===== src/tape_panel_regs.svh =====
// register offsets, field positions, reset values and timing constants of the tape panel block
`ifndef TAPE_PANEL_REGS_SVH
`define TAPE_PANEL_REGS_SVH

// -------------------------------------------------------------
// register map
// -------------------------------------------------------------
`define ADDR_CMD 32'h0000_0000
`define ADDR_STATUS 32'h0000_0004
`define CMD_W 4
`define HTRANS_ACT_BIT 1

// -------------------------------------------------------------
// status field positions and reset values
// -------------------------------------------------------------
`define ST_LAMP_LSB 0
`define ST_MOT_LSB 8
`define ST_STATE_LSB 12
`define ST_PASSED_BIT 15
`define LAMPS_RST 7'h08

// -------------------------------------------------------------
// timing and speeds
// -------------------------------------------------------------
`define CLK_NS 4
`define DEB_NS 1000
`define DEB_CYC ((`DEB_NS + `CLK_NS - 1) / `CLK_NS)
`define SLOW_IPS 120
`define FAST_IPS 240
`define IN_W 11

`endif


===== src/tape_panel_pkg.sv =====
// types shared by the tape panel block
package tape_panel_pkg;

   // -------------------------------------------------------------
   // carriers
   // -------------------------------------------------------------
   typedef struct packed {
      logic rewind;
      logic load_point;
      logic remote_mode;
      logic local_mode;
      logic forward;
      logic backward;
      logic motors_on;
   } lamps_t;

   typedef struct packed {
      logic on;
      logic off;
      logic rewind;
      logic load_point;
      logic remote;
      logic forward;
      logic backward;
   } buttons_t;

   typedef struct packed {
      logic marker;
      logic unload;
      logic col_deep;
      logic col_out;
   } sensors_t;

   typedef struct packed {
      buttons_t btn;
      sensors_t sns;
   } inputs_t;

   typedef struct packed {
      logic fwd;
      logic bwd;
      logic fast;
   } motion_t;

   typedef struct packed {
      logic bwd_sig;
      logic fwd_sig;
      logic rew_lp;
      logic rew_il;
   } cmd_t;

   typedef logic [7:0] deb_cnt_t;

   typedef enum logic [2:0] {
      S_IDLE,
      S_REW_IL,
      S_REW_LP,
      S_LP_FWD,
      S_JOG_FWD,
      S_JOG_BWD
   } state_t;

endpackage


===== src/tape_panel_rewind_loadpoint.sv =====
// rewind and load point panel control with an AHB-Lite register slave
//
// Contract
// [RQ1] rewind button starts fast reverse interlocked rewind
// [RQ2] any rewind start lights rewind lamp
// [RQ3] rewind lamp off at finish or motors-off
// [RQ4] rewind button needs local, on, not unload
// [RQ5] accepted rewind: forward off, backward on
// [RQ6] manual rewind runs to unload, then stops
// [RQ7] load point or remote press converts rewind; remote press converts only a rewind started by the rewind button
// [RQ8] button-path conversion lights local lamp at once
// [RQ9] load point lamp only with motors-on lamp
// [RQ10] load point lamp lit while marker sensed
// [RQ11] load point lamp off when marker leaves
// [RQ12] control unit signals forward motion at start
// [RQ13] forward, backward, rewind off marker clear lamp
// [RQ14] off press or column fault clear lamp
// [RQ15] marker passing under jog blinks lamp
// [RQ16] load point press: remote, forward, slow motion
// [RQ17] load point motion stops at marker
// [RQ18] load point motion stops on off or fault
// [RQ19] load point press at marker: no motion
// [RQ20] load point press converts rewind before marker
// [RQ21] off press or column fault clear motors-on
// [RQ22] lamps are flops fed by debounced inputs
`include "tape_panel_regs.svh"

module tape_panel_rewind_loadpoint
   import tape_panel_pkg::*;
(
   input wire logic hclk,
   input wire logic hresetn,
   input wire logic hsel,
   input wire logic [31:0] haddr,
   input wire logic [1:0] htrans,
   input wire logic hwrite,
   input wire logic [2:0] hsize,
   input wire logic [31:0] hwdata,
   input wire logic hready,
   output logic hreadyout,
   output logic hresp,
   output logic [31:0] hrdata,
   input wire buttons_t panel_btn,
   input wire sensors_t tape_sns,
   output lamps_t lamps,
   output motion_t motion
);

   // -------------------------------------------------------------
   // declarations
   // -------------------------------------------------------------
   logic [`IN_W-1:0] db_r;
   logic [`IN_W-1:0] prev_r;
   deb_cnt_t cnt_r [`IN_W];
   inputs_t raw;
   inputs_t db;
   inputs_t press;
   state_t state_r;
   state_t state_nxt;
   lamps_t lamps_r;
   lamps_t lamps_nxt;
   motion_t motion_r;
   cmd_t cmd_r;
   logic passed_r;
   logic manual_r;
   logic wr_pend_r;
   logic [31:0] wr_addr_r;
   logic [31:0] hrdata_r;
   logic hreadyout_r;
   logic hresp_r;
   logic addr_ok, fault, ok, idle;
   logic rw_go, prog_il, prog_lp, lp_conv;
   logic lp_go, fj_go, bj_go, remote_go;
   logic start_rew, rew_done;

   // -------------------------------------------------------------
   // functions
   // -------------------------------------------------------------
   // motor drive for each motion state
   function automatic motion_t motion_of(input state_t s);
      motion_t m;
      m = '0;
      unique case (s)
         S_REW_IL, S_REW_LP: begin
            m.bwd = 1'b1;
            m.fast = 1'b1; // rewind speed
         end
         S_LP_FWD, S_JOG_FWD: m.fwd = 1'b1;
         S_JOG_BWD: m.bwd = 1'b1;
         default: m = '0;
      endcase
      return m;
   endfunction

   // register read decode
   function automatic logic [31:0] rd_mux(input logic [31:0] a);
      logic [31:0] v;
      v = '0;
      if (a == `ADDR_STATUS) begin
         v = (32'(lamps_r) << `ST_LAMP_LSB)
           | (32'(motion_r) << `ST_MOT_LSB)
           | (32'(state_r) << `ST_STATE_LSB)
           | (32'(passed_r) << `ST_PASSED_BIT);
      end
      return v;
   endfunction

   // -------------------------------------------------------------
   // input debounce
   // -------------------------------------------------------------
   assign raw = {panel_btn, tape_sns};

   // each input must stay changed for the debounce time to be taken
   always_ff @(posedge hclk or negedge hresetn) begin
      if (!hresetn) begin
         db_r <= '0;
         for (int i = 0; i < `IN_W; i++) begin
            cnt_r[i] <= '0;
         end
      end else begin
         for (int i = 0; i < `IN_W; i++) begin
            if (raw[i] == db_r[i]) begin
               cnt_r[i] <= '0;
            end else if (cnt_r[i] == deb_cnt_t'(`DEB_CYC - 1)) begin
               db_r[i] <= raw[i]; // [RQ22]
               cnt_r[i] <= '0;
            end else begin
               cnt_r[i] <= cnt_r[i] + 1'b1;
            end
         end
      end
   end

   // previous debounced levels for press edges
   always_ff @(posedge hclk or negedge hresetn) begin
      if (!hresetn) begin
         prev_r <= '0;
      end else begin
         prev_r <= db_r;
      end
   end

   assign db = inputs_t'(db_r);
   assign press = inputs_t'(db_r & ~prev_r);

   // -------------------------------------------------------------
   // event decode
   // -------------------------------------------------------------
   assign fault = press.btn.off | db.sns.col_deep | db.sns.col_out;
   assign ok = lamps_r.local_mode & lamps_r.motors_on;
   assign idle = (state_r == S_IDLE);
   assign rw_go = idle & press.btn.rewind & ok & ~db.sns.unload & ~fault; // [RQ4]
   assign prog_il = idle & cmd_r.rew_il & lamps_r.motors_on & ~db.sns.unload & ~fault;
   assign prog_lp = idle & cmd_r.rew_lp & lamps_r.motors_on & ~fault;
   // conversion only before the marker went by [RQ7] [RQ20]
   assign lp_conv = (state_r == S_REW_IL) & ~passed_r & ~fault & ~db.sns.unload
                  & (press.btn.load_point | (manual_r & press.btn.remote));
   assign lp_go = idle & press.btn.load_point & ok & ~fault & ~rw_go & ~prog_il & ~prog_lp;
   assign fj_go = idle & press.btn.forward & ok & ~fault & ~rw_go & ~prog_il & ~prog_lp & ~lp_go;
   assign bj_go = idle & press.btn.backward & ok & ~fault & ~rw_go & ~prog_il & ~prog_lp
                & ~lp_go & ~fj_go;
   assign remote_go = idle & press.btn.remote & ok & ~fault & ~rw_go & ~lp_go;

   // -------------------------------------------------------------
   // motion state
   // -------------------------------------------------------------
   // next motion state; faults abort every motion
   always_comb begin
      state_nxt = state_r;
      unique case (state_r)
         S_IDLE: begin
            if (rw_go | prog_il) begin
               state_nxt = S_REW_IL; // [RQ1]
            end else if (prog_lp) begin
               state_nxt = S_REW_LP;
            end else if (lp_go & ~db.sns.marker) begin
               state_nxt = S_LP_FWD; // [RQ16] [RQ19]
            end else if (fj_go) begin
               state_nxt = S_JOG_FWD;
            end else if (bj_go & ~db.sns.unload) begin
               state_nxt = S_JOG_BWD;
            end
         end
         S_REW_IL: begin
            if (fault | db.sns.unload) begin
               state_nxt = S_IDLE; // [RQ6]
            end else if (lp_conv) begin
               state_nxt = S_REW_LP; // [RQ7] [RQ20]
            end
         end
         S_REW_LP: begin
            if (fault | db.sns.marker) begin
               state_nxt = S_IDLE;
            end
         end
         S_LP_FWD: begin
            if (fault | db.sns.marker) begin
               state_nxt = S_IDLE; // [RQ17] [RQ18]
            end
         end
         S_JOG_FWD: begin
            if (fault | ~db.btn.forward) begin
               state_nxt = S_IDLE;
            end
         end
         S_JOG_BWD: begin
            if (fault | ~db.btn.backward | db.sns.unload) begin
               state_nxt = S_IDLE;
            end
         end
         default: state_nxt = S_IDLE;
      endcase
   end

   assign start_rew = idle & ((state_nxt == S_REW_IL) | (state_nxt == S_REW_LP));
   assign rew_done = ((state_r == S_REW_IL) | (state_r == S_REW_LP)) & (state_nxt == S_IDLE);

   // state and motor drive registers
   always_ff @(posedge hclk or negedge hresetn) begin
      if (!hresetn) begin
         state_r <= S_IDLE;
         motion_r <= '0;
      end else begin
         state_r <= state_nxt;
         motion_r <= motion_of(state_nxt); // [RQ1] [RQ16]
      end
   end

   // marker passed during interlocked rewind, and who started it
   always_ff @(posedge hclk or negedge hresetn) begin
      if (!hresetn) begin
         passed_r <= 1'b0;
         manual_r <= 1'b0;
      end else if (start_rew) begin
         passed_r <= 1'b0;
         manual_r <= rw_go;
      end else if ((state_r == S_REW_IL) & db.sns.marker) begin
         passed_r <= 1'b1; // [RQ20]
      end
   end

   // -------------------------------------------------------------
   // panel lamps
   // -------------------------------------------------------------
   // lamp next state from presses, motion and sensors
   always_comb begin
      lamps_nxt = lamps_r;
      if (press.btn.on) begin
         lamps_nxt.motors_on = 1'b1;
      end
      if (fault) begin
         lamps_nxt.motors_on = 1'b0; // [RQ21]
      end
      if (press.btn.off) begin
         lamps_nxt.remote_mode = 1'b0;
         lamps_nxt.local_mode = 1'b1;
      end
      if (start_rew) begin
         lamps_nxt.rewind = 1'b1; // [RQ2]
      end
      if (rew_done | fault) begin
         lamps_nxt.rewind = 1'b0; // [RQ3]
      end
      if (rw_go | prog_il | prog_lp | bj_go | cmd_r.bwd_sig) begin
         lamps_nxt.forward = 1'b0; // [RQ5]
         lamps_nxt.backward = 1'b1;
      end
      if (lp_go | fj_go | cmd_r.fwd_sig) begin
         lamps_nxt.forward = 1'b1; // [RQ12]
         lamps_nxt.backward = 1'b0;
      end
      if (lp_go | remote_go) begin
         lamps_nxt.local_mode = 1'b0; // [RQ16]
         lamps_nxt.remote_mode = 1'b1;
      end
      if (lp_conv & manual_r) begin
         lamps_nxt.local_mode = 1'b1; // [RQ8]
      end
      // marker level drives the lamp, so motion off it clears it [RQ9] [RQ10] [RQ11] [RQ13] [RQ14] [RQ15]
      lamps_nxt.load_point = lamps_nxt.motors_on & db.sns.marker;
   end

   always_ff @(posedge hclk or negedge hresetn) begin
      if (!hresetn) begin
         lamps_r <= lamps_t'(`LAMPS_RST);
      end else begin
         lamps_r <= lamps_nxt; // [RQ22]
      end
   end

   // -------------------------------------------------------------
   // AHB-Lite slave
   // -------------------------------------------------------------
   assign addr_ok = hsel & hready & htrans[`HTRANS_ACT_BIT];

   // address phase capture for writes
   always_ff @(posedge hclk or negedge hresetn) begin
      if (!hresetn) begin
         wr_pend_r <= 1'b0;
         wr_addr_r <= '0;
      end else begin
         wr_pend_r <= addr_ok & hwrite;
         if (addr_ok) begin
            wr_addr_r <= haddr;
         end
      end
   end

   // command bits are one-cycle pulses taken at the end of the data phase
   always_ff @(posedge hclk or negedge hresetn) begin
      if (!hresetn) begin
         cmd_r <= '0;
      end else if (wr_pend_r & (wr_addr_r == `ADDR_CMD)) begin
         cmd_r <= cmd_t'(hwdata[`CMD_W-1:0]);
      end else begin
         cmd_r <= '0;
      end
   end

   // read data prepared in the address phase, zero wait states
   always_ff @(posedge hclk or negedge hresetn) begin
      if (!hresetn) begin
         hrdata_r <= '0;
         hreadyout_r <= 1'b1;
         hresp_r <= 1'b0;
      end else begin
         hrdata_r <= (addr_ok & ~hwrite) ? rd_mux(haddr) : '0;
         hreadyout_r <= 1'b1;
         hresp_r <= 1'b0;
      end
   end

   assign hrdata = hrdata_r;
   assign hreadyout = hreadyout_r;
   assign hresp = hresp_r;
   assign lamps = lamps_r;
   assign motion = motion_r;
endmodule


===== config.mk =====
export PLATFORM = sky130hd
export DESIGN_NAME = tape_panel_rewind_loadpoint
export DESIGN_NICKNAME = d
export VERILOG_FILES = /design/src/tape_panel_pkg.sv /design/src/tape_panel_rewind_loadpoint.sv
export VERILOG_INCLUDE_DIRS = /design/src
export SDC_FILE = /design/constraint.sdc
export NUM_CORES = 1
export LEC_CHECK = 0
export ABC_AREA = 1
export BUFFER_PORTS_ARGS = -buffer_cell sky130_fd_sc_hd__buf_2
export CAP_MARGIN = 20
export CORE_MARGIN = 8
export CORE_UTILIZATION = 28
export DETAILED_ROUTE_END_ITERATION = 16
export GPL_TIMING_DRIVEN = 0
export PLACE_DENSITY = 0.47
export SYNTH_ARGS = -nofsm -noshare
export SYNTH_HDL_FRONTEND = slang
export SYNTH_SLANG_ARGS = --single-unit

===== constraint.sdc =====
create_clock -name hclk -period 1.6 [get_ports hclk]
set_clock_uncertainty 0.15 [all_clocks]
set_input_delay 0 -clock hclk [delete_from_list [all_inputs] [get_ports hclk]]
set_output_delay 0 -clock hclk [all_outputs]
set_load 0.02 [all_outputs]

### Yosys cells after proc, flatten, opt, wreduce, memory -nomap -nowiden

Index checks and enable logic that the tools add are counted.

* reductions and logical operators: 23
* add/subtract/negate cells: 11
* bitwise logic cells: 101
* multiplexer cells: 50
* equal/unequal tests: 33

Operators by type and width (number)
* $mux 8: 22
* $add 8x1->8 const B: 11
* $eq 8x8->1 const B: 11
* $and 1x1->1: 55
* $eq 32x3->1 const B: 1
* $logic_not 32->1: 1
* $mux 32: 1
* $mux 3: 10
* $not 1->1: 23
* $reduce_and 2->1: 11
* $or 1x1->1: 18
* $mux 16: 1
* $or 15x16->16: 1
* $or 11x15->15: 1
* $pmux 3 s5: 1
* $eq 3x2->1 const B: 4
* $eq 3x3->1 const B: 4
* $and 11x11->11: 1
* $eq 1x1->1: 11
* $not 11->11: 1
* $or 7x11->11: 1
* $mux 1: 10
* $mux 2: 4
* $reduce_bool 2->1: 4
* other kinds (6): 10

* word-level logic and storage cells: 261
* output and inout bits: 44
* bits in registers: 194

### Longest topological paths before layout

Gate-level depths: netlist of the first run.

* depth after elaboration: 26
* gate-level depth with buffers: 14
* mapped depth without buffers: 14

### Least setup slack after synthesis of the first run

No wires, ideal clock.

* path type: reg-to-reg
* start point: register lamps_r, in the netlist lamps[3]
* end point: register lamps_r, in the netlist lamps[6]
* stages on the path, launching flop included: 12
* setup slack: -230 ps
* clock period less this slack: 1830 ps
* required time: 1337 ps
* path buffers: 0
* arrival: 1567 ps
* setup time: 113 ps
* cells stage by stage: dfstp_2 > nand2_2 > inv_2 > nand3_2 > nand2_1 > nand2_2 > nand4_2 > nand3_2 > a21oi_4 > nand4_1 > nand2_1 > inv_1

* longest elaborated chain between the ends: 23

Ends and longest elaborated chain
* start, declared: RTL line tape_panel_rewind_loadpoint.sv:60 `lamps_t lamps_r;`
* start signal, assigned: RTL line tape_panel_rewind_loadpoint.sv:285 `` lamps_r <= lamps_t'(`LAMPS_RST); ``
* start signal, assigned: RTL line tape_panel_rewind_loadpoint.sv:287 `lamps_r <= lamps_nxt;`
* $and 1x1->1 (*): RTL line tape_panel_rewind_loadpoint.sv:150 `assign ok = lamps_r.local_mode & lamps_r.motors_on;`
* $and 1x1->1 (3 in series): RTL line tape_panel_rewind_loadpoint.sv:152 `assign rw_go = idle & press.btn.rewind & ok & ~db.sns.unload & ~fault;`
* $not 1->1: RTL line tape_panel_rewind_loadpoint.sv:158, tape_panel_rewind_loadpoint.sv:159, tape_panel_rewind_loadpoint.sv:160
* $and 1x1->1 (3 in series): RTL line tape_panel_rewind_loadpoint.sv:158 `assign lp_go = idle & press.btn.load_point & ok & ~fault & ~rw_go & ~prog_il & ~prog_lp;`
* $not 1->1: RTL line tape_panel_rewind_loadpoint.sv:159, tape_panel_rewind_loadpoint.sv:161
* $and 1x1->1: RTL line tape_panel_rewind_loadpoint.sv:159 `assign fj_go = idle & press.btn.forward & ok & ~fault & ~rw_go & ~prog_il & ~prog_lp & ~lp_go;`
* $not 1->1: RTL line tape_panel_rewind_loadpoint.sv:161 `& ~lp_go & ~fj_go;`
* $and 1x1->1: RTL line tape_panel_rewind_loadpoint.sv:161
* [3 not listed]
* $mux 3: RTL line tape_panel_rewind_loadpoint.sv:176 `end else if (lp_go & ~db.sns.marker) begin`
* $mux 3: RTL line tape_panel_rewind_loadpoint.sv:174 `end else if (prog_lp) begin`
* $mux 3 (*): RTL line tape_panel_rewind_loadpoint.sv:172 `if (rw_go | prog_il) begin`
* $pmux 3 s5 (*): RTL line tape_panel_rewind_loadpoint.sv:170 `unique case (state_r)`
* $eq 3x1->1 (tied with other cells): RTL line tape_panel_rewind_loadpoint.sv:215 `assign start_rew = idle & ((state_nxt == S_REW_IL) | (state_nxt == S_REW_LP));`
* $or 1x1->1 / $and 1x1->1 (equally long branches): RTL line tape_panel_rewind_loadpoint.sv:215, tape_panel_rewind_loadpoint.sv:216
* $and 1x1->1 / $or 1x1->1 (equally long branches): RTL line tape_panel_rewind_loadpoint.sv:215, tape_panel_rewind_loadpoint.sv:261
* $reduce_bool 2->1 (no line) / $mux 1 (equally long branches)

Every way passes the cells marked *; elsewhere a longest branch is shown, timed or not.
A chain may end at the register's enable or synchronous reset.

### Worst setup path after layout of the first run

* start point: register db_r[0] (netlist: db[0])
* end point: register lamps_r, in the netlist lamps[6]

* longest elaborated chain between the ends: 22

Ends and longest elaborated chain
* start, declared: RTL line tape_panel_rewind_loadpoint.sv:52 `` logic [`IN_W-1:0] db_r; ``
* start signal, assigned by index: RTL line tape_panel_rewind_loadpoint.sv:125 `db_r[i] <= raw[i];`
* $or 1x1->1 (*): RTL line tape_panel_rewind_loadpoint.sv:149 `assign fault = press.btn.off | db.sns.col_deep | db.sns.col_out;`
* $not 1->1
* $and 1x1->1: RTL line tape_panel_rewind_loadpoint.sv:152
* $not 1->1: RTL line tape_panel_rewind_loadpoint.sv:158, tape_panel_rewind_loadpoint.sv:159, tape_panel_rewind_loadpoint.sv:160
* $and 1x1->1 (3 in series): RTL line tape_panel_rewind_loadpoint.sv:158
* $not 1->1: RTL line tape_panel_rewind_loadpoint.sv:159, tape_panel_rewind_loadpoint.sv:161
* $and 1x1->1: RTL line tape_panel_rewind_loadpoint.sv:159
* $not 1->1: RTL line tape_panel_rewind_loadpoint.sv:161
* [4 not listed]
* $mux 3: RTL line tape_panel_rewind_loadpoint.sv:176
* $mux 3: RTL line tape_panel_rewind_loadpoint.sv:174
* $mux 3: RTL line tape_panel_rewind_loadpoint.sv:172
* $pmux 3 s5: RTL line tape_panel_rewind_loadpoint.sv:170
* $eq 3x1->1 (tied with other cells): RTL line tape_panel_rewind_loadpoint.sv:215
* $or 1x1->1 / $and 1x1->1 (equally long branches): RTL line tape_panel_rewind_loadpoint.sv:215, tape_panel_rewind_loadpoint.sv:216
* $and 1x1->1 / $or 1x1->1 (equally long branches): RTL line tape_panel_rewind_loadpoint.sv:215, tape_panel_rewind_loadpoint.sv:261
* $reduce_bool 2->1 (no line) / $mux 1 (equally long branches)

Marked as above.

==> results of run 1 <==
## report_power, final
part | switching, mW | leakage, nW | internal (mW)
sequential | 0.203 | 2.23 | 4.62
clock | 1.76 | 0.302 | 2.68
combinational | 0.495 | 2.44 | 0.456
total | 2.46 | 4.97 | 7.75
## flip-flops by register name (all words and copies together) (netlist names)
register / cells
cnt_r: 88
wr_addr_r: 32
hrdata: 14
db: 11
lamps: 7
prev_r: 7
cmd_r: 4
motion: 3
state_r: 3
manual_r: 1
passed_r: 1
wr_pend_r: 1
## layout by cell type (no fill, tap or decap), drive strengths merged, types with 20 or more instances in the layout
cell type	instances
dlygate4sd3	50
buf	129
dfrtp	171
conb	20
inv	86
nand2	120
xnor2	21
a21oi	29
nand4	22
o21ai	20
clkbuf	24
nand3	45
nor2	138
mux2	27
nor3	44
ha	22
## final cells by class
| class | count | area (sq um) |
|---|---|---|
| well taps | 378 | 473.0 |
| repair buffers | 157 | 1159 |
| plain buffers | 27 | 201.4 |
| clock inverters | 12 | 186.4 |
| inverters | 82 | 322.8 |
| clock buffers | 19 | 442.9 |
| flip-flops and latches | 172 | 4312 |
| multi-input cells | 556 | 3418 |
| fillers | 2804 | 17190 |
## routing by layer
layer / GRT usage / up-vias / part of all wire
met5: 0 / - / 0
met4: 0.03383 / 0 / 0.0064
met3: 0.02688 / 8 / 0.039
met2: 0.1707 / 116 / 0.45
met1: 0.1492 / 2838 / 0.50
li1: - / 3020 / -
## critical path, delay by kind of cell, from the launching register on
family        cells  cell delay (ns)
simple gates     10             1.18
buf+inv           2             0.14
flops             1             0.41
## metrics by stage
stage	setup TNS (ns)	util	std cells
global placement	-447.58	0.3187	1292
floorplan	-1.186	-	838
finish	-4.542	0.3795	1403
CTS	-4.492	0.3694	1395
detailed placement	-7.888	0.3200	1293
global route	-6.198	0.3795	1403
## how the worst max path moves through the flow
stage / cells after the start / end / slack [ns]
global placement: 1 / lamps[0]$_DFF_PN0_ / -2.90
detailed placement: 12 / motion[0]$_DFF_PN0_ / -0.45
floorplan: 11 / lamps[6]$_DFFE_PN0P_ / -0.20
finish: 12 / lamps[6]$_DFFE_PN0P_ / -0.39
CTS: 13 / motion[0]$_DFF_PN0_ / -0.32
global route: 12 / lamps[6]$_DFFE_PN0P_ / -0.46
## timing repair
action,4_1_cts,5_1_grt
hold buffers,49,18
gates resized for setup,23,59
setup buffers,23,7
pin swaps,11,20
hold endpoints to repair,311,23
setup endpoints to repair,23,48
## cell families after synthesis
| logic type | count (synthesis) |
|---|---|
| simple gates | 398 |
| flops | 172 |
| buf+inv | 110 |
| compound gates | 52 |
| xor+xnor | 37 |
| mux | 27 |
| fa+ha+maj | 22 |
| other cells | 2 |
==> results.json, run 1 <==
{
  "cp-start-kind": "flip-flop",
  "cp.arrival_ns": 2.15,
  "core.rowCount": 61,
  "htreeDepth": 4,
  "p_leak_nw": 4.970,
  "synthArstFlopShare": 1.000,
  "wl_per_cell_um": 12.76,
  "finalCritPeriodShare": 1.242,
  "critPathSlowestCell": "dfrtp_1",
  "synth_compound_area_frac": 0.03581,
  "drive_above_1_share": 0.2780,
  "cts.path.max_buffers": 2,
  "path_cells": "nor2_4 > nand2_4 > inv_6 > nand3b_4 > nand3_2 > nor2_1 > nand3_1 > nand3_2 > nand2_4 > nand4_1 > nand2_1 > inv_1",
  "crit_type": "flip-flop to flip-flop",
  "hold_viol": 27,
  "port_buffers": 76,
  "hold_class": "primary input to asynchronous set/reset pin",
  "syn_to_final_growth_pct": 33.74,
  "vias": 5982,
  "post-dp-hpwl_mm": 12.17,
  "setup_ws_ns": -0.3874,
  "run_status": "finished, violations left",
  "period_needed_ns": 1.987,
  "io_pins": 129,
  "die_h_um": 183.6,
  "grt_max_degree": 106,
  "required_ns": 1.76,
  "rr_endpoint": "lamps[6]$_DFFE_PN0P_",
  "n_antenna_cell": 0,
  "overflow": 0,
  "yosys.area.top_type_share": 0.5442,
  "clkTransAtPathRegs_ns": 0.07,
  "cpPeakStageDelay_ns": 0.41,
  "synth_cells": 820,
  "reg2regPathDepth": 12,
  "synth_area_leaders": "dfrtp_1, nor2_1, nand2_1",
  "dpl_cell_area_sq_mm": 0.008866,
  "cts_made_buffers": 17,
  "yosysWarnings": 0,
  "relSlewSlack": 0.6164,
  "grt_pass1_wl_mm": 30.26,
  "synth-adder-area-share": 0.03501,
  "drt_first_pass_iters": 4,
  "drt_iter0_markers": 345,
  "cts_tree": "yes",
  "synthSimpleGateAreaFrac": 0.2371,
  "pwr_density_cell_mw_per_mm2": 971.1,
  "cp-end-kind": "flip-flop",
  "detail-route-antenna-nets": 0,
  "synth_seq_area_share": 0.5476,
  "grt_pass1_vias": 6236,
  "synth_top_family_by_area": "simple AND/OR/NAND/NOR gates",
  "worst_pin_slew_ns": 0.5755,
  "fin_hold_ws_ns": -0.04425,
  "ys_ff_latch": 172,
  "setup_viol": 25,
  "synthMuxAreaShare": 0.03867,
  "synthXorXnorAreaFrac": 0.04122,
  "cts.sinks": 172,
  "power_mw": 10.21,
  "rsz0062_at_grt": "yes",
  "fmax_mhz": 503.2,
  "crit_fanout": 4,
  "synth.most_common_cell": "dfrtp_1",
  "via_per_inst": 4.264,
  "finalWeightedCongestion": 0.7695,
  "start_util": 0.2838,
  "track_usage": 0.1100,
  "clock_latency_ns": 0.42,
  "slew_violations": 0,
  "synth_common_cells": "dfrtp_1, nor2_1, nand2_1, inv_1, nor3_1",
  "pre_cts_ws_ns": -0.4503,
  "coreArea_sq_mm": 0.02771,
  "fp.dieW_um": 183.6,
  "reg2reg_slack_ns": -0.39,
  "critPathLaunch": "db[0]$_DFFE_PN0P_",
  "antenna_found_initial": 0,
  "r2r_start": "db[0]$_DFFE_PN0P_",
  "violations": "hold timing, setup timing",
  "synthFlopType": "dfrtp_1",
  "syn_area_sq_mm": 0.007863,
  "synth_top_area_cell": "dfrtp_1",
  "post-route-drc-count": 0,
  "final_nets": 1120,
  "root_buffer": "clkbuf_16",
  "final_area_sq_mm": 0.01052,
  "yosysUniqueCellTypes": 42,
  "cap_violations": 0,
  "peakVddDrop_mv": 0.4894,
  "dieArea_sq_mm": 0.03370,
  "syn_area_per_cell_sq_um": 9.588,
  "synth_edf_count": 0,
  "drt-total-wl_mm": 17.90
}
Note: power is estimated with default switching activity, not from simulation.
==> run 2: changes to the inputs <==
Settings changed: CAP_MARGIN 20 to not set, PLACE_DENSITY 0.47 to 0.45.
Clock period 1.6 ns to 2.2 ns, I/O delays scaled along.
==> run 2 against run 1 <==
- the run now ends clean
- sequential share of layout area increased by 2.2 points
- critical path depth did not move
- die area did not move
- maximum frequency fell by 0.16%
- setup slack better by 0.60 ns
- combinational power shrank 32%
- via count down 4.4%
- critical path type unchanged
- largest power group unchanged
- highest routed layer unchanged
==> results.json, run 2 (synthesis gave the netlist of run 1 again) <==
{
  "run_status": "complete, no violations",
  "fin_hold_ws_ns": 0.05097,
  "grt_pass1_wl_mm": 29.18,
  "grt_pass1_vias": 5892,
  "switching_share": 0.2481,
  "largest_register_ff_count": 88,
  "regArea_sq_mm": 0.004307,
  "pwr_density_cell_mw_per_mm2": 748.9,
  "slew_violations": 0,
  "drive_above_1_share": 0.2036,
  "pre_cts_ws_ns": 0.1297,
  "finalWeightedCongestion": 0.7642,
  "detail-route-antenna-nets": 0,
  "rsz0062_at_grt": "no",
  "drt_first_pass_iters": 4,
  "syn_to_final_growth_pct": 26.88,
  "power.switching_mw": 1.853,
  "hold_viol": 0,
  "postCtsSetupRepairBufs": 0,
  "whs_path_depth": 3,
  "cts.path.max_buffers": 2,
  "required_ns": 2.36,
  "multi_input_area_sq_mm": 0.003124,
  "r2r_start": "db[0]$_DFFE_PN0P_",
  "combPwrFrac": 0.086,
  "setup_viol": 0,
  "critPathSlowestCell": "dfrtp_1",
  "crit_fanout": 7,
  "cpPeakStageDelay_ns": 0.43,
  "fin_util": 0.3601,
  "rr_endpoint": "motion[2]$_DFF_PN0_",
  "final_nets": 1091,
  "port_buffers": 76,
  "period_needed_ns": 1.991,
  "vias": 5719,
  "post-route-drc-count": 0,
  "cap_violations": 0,
  "via_per_inst": 4.159,
  "die_h_um": 183.6,
  "p_int_mw": 5.617,
  "peakVddDrop_mv": 0.4039,
  "start_util": 0.2838,
  "cp-start-kind": "flip-flop",
  "min_from": "hready",
  "cts.sinks": 172,
  "dieArea_sq_mm": 0.03370,
  "root_buffer": "clkbuf_16",
  "post-dp-hpwl_mm": 11.97,
  "reg2reg_slack_ns": 0.21,
  "seqPwrFrac": 0.468,
  "crit_type": "flip-flop to flip-flop",
  "coreArea_sq_mm": 0.02771,
  "htreeDepth": 4,
  "track_usage": 0.1070,
  "final_cell_mix": "dfrtp_1, nor2_1, nand2_1, buf_2, inv_1",
  "clkTransAtPathRegs_ns": 0.07,
  "relSlewSlack": 0.5922,
  "hold_end": "wr_addr_r[3]$_DFFE_PN0P_",
  "regMostFlops": "cnt_r",
  "antenna_found_initial": 0,
  "clock_latency_ns": 0.43,
  "fmax_mhz": 502.4,
  "reg2regPathDepth": 12,
  "hold_class": "primary input to flip-flop",
  "wl_per_cell_um": 12.31,
  "cts_tree": "yes",
  "drt-total-wl_mm": 16.93,
  "fp.dieW_um": 183.6,
  "p_clk_frac": 0.446,
  "worst_pin_slew_ns": 0.6117,
  "overflow": 0,
  "core.rowCount": 61,
  "grt_max_degree": 113,
  "cp.arrival_ns": 2.15,
  "cp-end-kind": "flip-flop",
  "path_cells": "nor2_4 > nand2_4 > inv_2 > nand3b_4 > nand2_4 > nor2_2 > a21oi_1 > nand2_1 > nand2_1 > nand2_2 > nand4_1 > nand2_1",
  "cts_made_buffers": 17,
  "crit_path_frequent_cell": "nand2_1",
  "finalCritPeriodShare": 0.9048,
  "p_leak_nw": 4.739,
  "fill_cells": 2813,
  "drt_iter0_markers": 278,
  "setup_ws_ns": 0.2095,
  "final_common_cell": "dfrtp_1",
  "n_antenna_cell": 0,
  "io_pins": 129
}
[run 2: area by class of cell]
class                   instances  share of cell area
clock inverters                15             0.02283
clock buffers                  17             0.04264
flip-flops and latches        172              0.4317
repair buffers                127             0.09206
inverters                      82             0.03111
plain buffers                  28             0.01906
well taps                     378             0.04741
multi-input cells             556              0.3132
[run 2: what timing repair did]
| item | CTS | global route |
|---|---|---|
| setup endpoints to repair | 0 | 4 |
| resized for setup | 0 | 1 |
| hold endpoints to repair | 304 | 0 |
| hold buffers | 50 | 0 |
[run 2: how the worst max path moves through the flow]
stage / startpoint / to / slack, ns / cells past startpoint
3_3_place_gp: hresetn / cnt_r[2]$_DFF_PN0_ / -1.99 / 1
6_report: db[0]$_DFFE_PN0P_ / motion[2]$_DFF_PN0_ / 0.21 / 12
3_5_place_dp: lamps[0]$_DFF_PN0_ / motion[0]$_DFF_PN0_ / 0.13 / 14
5_1_grt: db[0]$_DFFE_PN0P_ / motion[2]$_DFF_PN0_ / 0.02 / 12
2_1_floorplan: lamps[3]$_DFFE_PN1P_ / lamps[6]$_DFFE_PN0P_ / 0.37 / 11
4_1_cts: lamps[0]$_DFF_PN0_ / motion[2]$_DFF_PN0_ / 0.11 / 13
[run 2: worst max-delay path, delay by kind of cell (launching register included)]
family,cells,cell delay [ns]
flip-flops,1,0.43
AND/OR/NAND/NOR,10,0.99
AO/OA/AOI/OAI,1,0.13
buffers and inverters,1,0.16
[run 2: layer usage]
| metal | up-vias | routed length, um | track usage |
|---|---|---|---|
| met5 | - | 0 | 0 |
| met4 | 0 | 217 | 0.04001 |
| li1 | 2964 | - | - |
| met2 | 99 | 7259 | 0.1562 |
| met1 | 2643 | 8663 | 0.1477 |
| met3 | 13 | 786 | 0.03063 |
[run 2: metrics by stage]
step | area (sq um) | TNS (ns) | power (mW) | std cells
2_1_floorplan | 7930 | 0 | 3.896 | 838
3_3_place_gp | 8783 | -337.85 | 4.132 | 1292
3_5_place_dp | 8821 | 0 | 4.145 | 1293
4_1_cts | 9975 | 0 | 7.602 | 1375
5_1_grt | 9976 | 0 | 7.853 | 1375
6_report | 9976 | 0 | 7.470 | 1375
[run 2: power by group through the flow]
stage | Clock, mW | Sequential [mW] | Combinational, mW
floorplan | 0 | 3.53 | 0.363
global placement | 0 | 3.56 | 0.575
detailed placement | 0 | 3.56 | 0.587
CTS | 3.45 | 3.50 | 0.657
global route | 3.58 | 3.53 | 0.742
finish | 3.33 | 3.50 | 0.644
==> run 3: changes to the inputs <==
Settings changed: ABC_AREA 1 to not set.
==> run 3 against run 2 <==
- the run now ends with setup timing left
- hold slack got worse by 0.0074 ns
- clock power fell by 8.1%
- via count fell by 9.8%
- non-clock buffer count grew 11
- sequential share of layout area up 0.83 points
- critical endpoint unchanged
==> results.json, run 3 <==
{
  "fmax_mhz": 434.1,
  "p_clk_frac": 0.427,
  "start_util": 0.2856,
  "clkTransAtPathRegs_ns": 0.08,
  "cap_violations": 0,
  "wl_per_cell_um": 13.23,
  "coreArea_sq_mm": 0.02703,
  "cts_tree": "yes",
  "syn_to_final_growth_pct": 26.76,
  "cp.arrival_ns": 2.46,
  "cp-start-kind": "flip-flop",
  "grt_pass1_wl_mm": 27.14,
  "track_usage": 0.1011,
  "drive_above_1_share": 0.2206,
  "peakVddDrop_mv": 0.3706,
  "clock_latency_ns": 0.43,
  "drt_first_pass_iters": 5,
  "worst_pin_slew_ns": 0.7995,
  "vias": 5158,
  "required_ns": 2.35,
  "pre_cts_ws_ns": -0.6030,
  "via_per_inst": 4.238,
  "combPwrFrac": 0.088,
  "switching_share": 0.2468,
  "overflow": 0,
  "syn_area_per_cell_sq_um": 11.09,
  "slew_violations": 0,
  "drt_iter0_markers": 277,
  "cts.sinks": 172,
  "pwr_density_cell_mw_per_mm2": 732.1,
  "antenna_found_initial": 1,
  "p_leak_nw": 4.564,
  "fp.dieW_um": 182.0,
  "rsz0062_at_grt": "yes",
  "post-route-drc-count": 0,
  "setup_viol": 2,
  "ys_ff_latch": 172,
  "cp-end-kind": "flip-flop",
  "setup_ws_ns": -0.1039,
  "die_h_um": 182.0,
  "synth_area_leaders": "dfrtp_1, mux2_2, nor2_1",
  "finalWeightedCongestion": 0.7283,
  "grt.met1_usage": 0.1359,
  "yosysWarnings": 0,
  "finalCritPeriodShare": 1.047,
  "synth_edf_count": 0,
  "crit_fanout": 8,
  "final_nets": 969,
  "place_inst": 1132,
  "largest_register_ff_count": 88,
  "relSlewSlack": 0.4670,
  "hold_class": "primary input to flip-flop",
  "grt_pass1_vias": 5309,
  "grt_max_degree": 103,
  "setup-tns-final_ns": -0.2018,
  "run_status": "finished, violations left",
  "final_common_cell": "dfrtp_1",
  "root_buffer": "clkbuf_16",
  "seqPwrFrac": 0.484,
  "crit_type": "flip-flop to flip-flop",
  "synth_top_area_cell": "dfrtp_1",
  "hold_viol": 0,
  "use_met2": 0.1520,
  "period_needed_ns": 2.304,
  "dieArea_sq_mm": 0.03313,
  "synthFlopType": "dfrtp_1",
  "post-dp-hpwl_mm": 11.27,
  "synth.most_common_cell": "dfrtp_1",
  "io_pins": 129,
  "met3_usage": 0.03114,
  "synth_common_cells": "dfrtp_1, nor2_1, xor2_1, mux2_2, nand2_1",
  "power.switching_mw": 1.768,
  "top_usage_layer": "met2",
  "p_int_mw": 5.396,
  "syn_area_sq_mm": 0.007719,
  "violations": "setup timing",
  "cts_made_buffers": 17,
  "stdcell_count": 1217,
  "htreeDepth": 4,
  "port_buffers": 76,
  "core.rowCount": 60,
  "synthArstFlopShare": 1.000,
  "regMostFlops": "cnt_r",
  "yosys.area.top_type_share": 0.5544,
  "final_cell_mix": "dfrtp_1, nor2_1, buf_2, dlygate4sd3_1, xor2_1",
  "detail-route-antenna-nets": 0,
  "drt-total-wl_mm": 16.10,
  "synth_seq_area_share": 0.5578,
  "cts.path.max_buffers": 2,
  "yosysUniqueCellTypes": 53,
  "synth_cells": 696
}
## run 3: cell types whose count changed after synthesis, sizes merged, moves of 14 or more
cell    previous run  this run
o21ai             20         5
and2               0        20
a21oi             29         3
nand2b             0        14
nand2            120        40
mux2              27        44
nor2             138       120
nor3              44        15
inv               81        19
nand4             22         4
xor2              16        46
## run 3: final timing paths
path,from,to,slack [ns],cells after the start
hold / removal,hready,wr_addr_r[0]$_DFFE_PN0P_,0.04,3
max in group asynchronous,hresetn,cnt_r[68]$_DFF_PN0_,1.00,3
hold reg to reg,cmd_r[2]$_DFF_PN0_,lamps[1]$_DFFE_PN0P_,0.29,1
setup reg to reg,state_r[1]$_DFF_PN0_,motion[2]$_DFF_PN0_,-0.10,8
setup / recovery,state_r[1]$_DFF_PN0_,motion[2]$_DFF_PN0_,-0.10,8
min in group asynchronous,hresetn,cnt_r[51]$_DFF_PN0_,0.06,2
## run 3: cell families (layout without fill, tap and decap cells)
| logic type | Yosys count | after routing | share of synthesized area |
|---|---|---|---|
| DFF | 172 | 172 | 0.5578 |
| AOI/OAI and AO/OA | 22 | 22 | 0.02221 |
| adders and majority gates | 22 | 22 | 0.03566 |
| xor gates and xnor gates | 79 | 79 | 0.08964 |
| other | 2 | 21 | 0.0009730 |
| and+or+nand+nor | 297 | 297 | 0.1882 |
| muxes | 45 | 45 | 0.06549 |
| buffers and inverters | 57 | 218 | 0.04004 |
## run 3: final cells by class
type                            instances  area [sq um]
Clock buffer                           18         439.2
Buffer                                 37         236.5
Clock inverter                         14         161.4
Fill cell                            2746         17240
Antenna cell                            1         2.502
Inverter                               20         78.83
Multi-Input combinational cell        485          3201
Sequential cell                       172          4305
Tap cell                              341         426.7
Timing Repair Buffer                  129         933.4
## run 3: worst max-delay path, stage by stage (launching register included)
cell and delay (ns):
dfrtp_1 0.37, buf_6 0.14, or4b_4 0.54, a21o_1 0.18, a211oi_2 0.24, nor4_2 0.06, buf_4 0.18, inv_4 0.05
mux2_4 0.29
## run 3: timing repair
action	4_1_cts	5_1_grt
buffers inserted	1	1
pin swaps	0	3
hold buffers	49	1
resized for setup	2	7
endpoints found under the setup margin	12	12
endpoints found under the hold margin	161	4
## run 3: through the flow
| step | hold WS, ns | utilization | cell area (sq um) | total power, mW |
|---|---|---|---|---|
| 2_1_floorplan | -0.4456 | - | 7786 | 3.840 |
| 3_3_place_gp | 0.08183 | 0.3180 | 8593 | 4.066 |
| 3_5_place_dp | -0.03161 | 0.3194 | 8631 | 4.076 |
| 4_1_cts | -0.1025 | 0.3604 | 9739 | 7.281 |
| 5_1_grt | 0.04229 | 0.3620 | 9784 | 7.514 |
| 6_report | 0.04357 | 0.3620 | 9784 | 7.164 |
## run 3: power by group through the flow
stage	clock, mW	sequential (mW)	combinational [mW]
2_1_floorplan	0	3.50	0.339
3_3_place_gp	0	3.53	0.536
3_5_place_dp	0	3.53	0.547
4_1_cts	3.17	3.47	0.639
5_1_grt	3.30	3.50	0.720
6_report	3.06	3.47	0.632
## run 3: per-layer routing
layer  part of all wire  up-vias
li1                   -     2612
met1               0.49     2432
met2               0.44       99
met3              0.053       15
met4              0.013        0
met5                  0        -
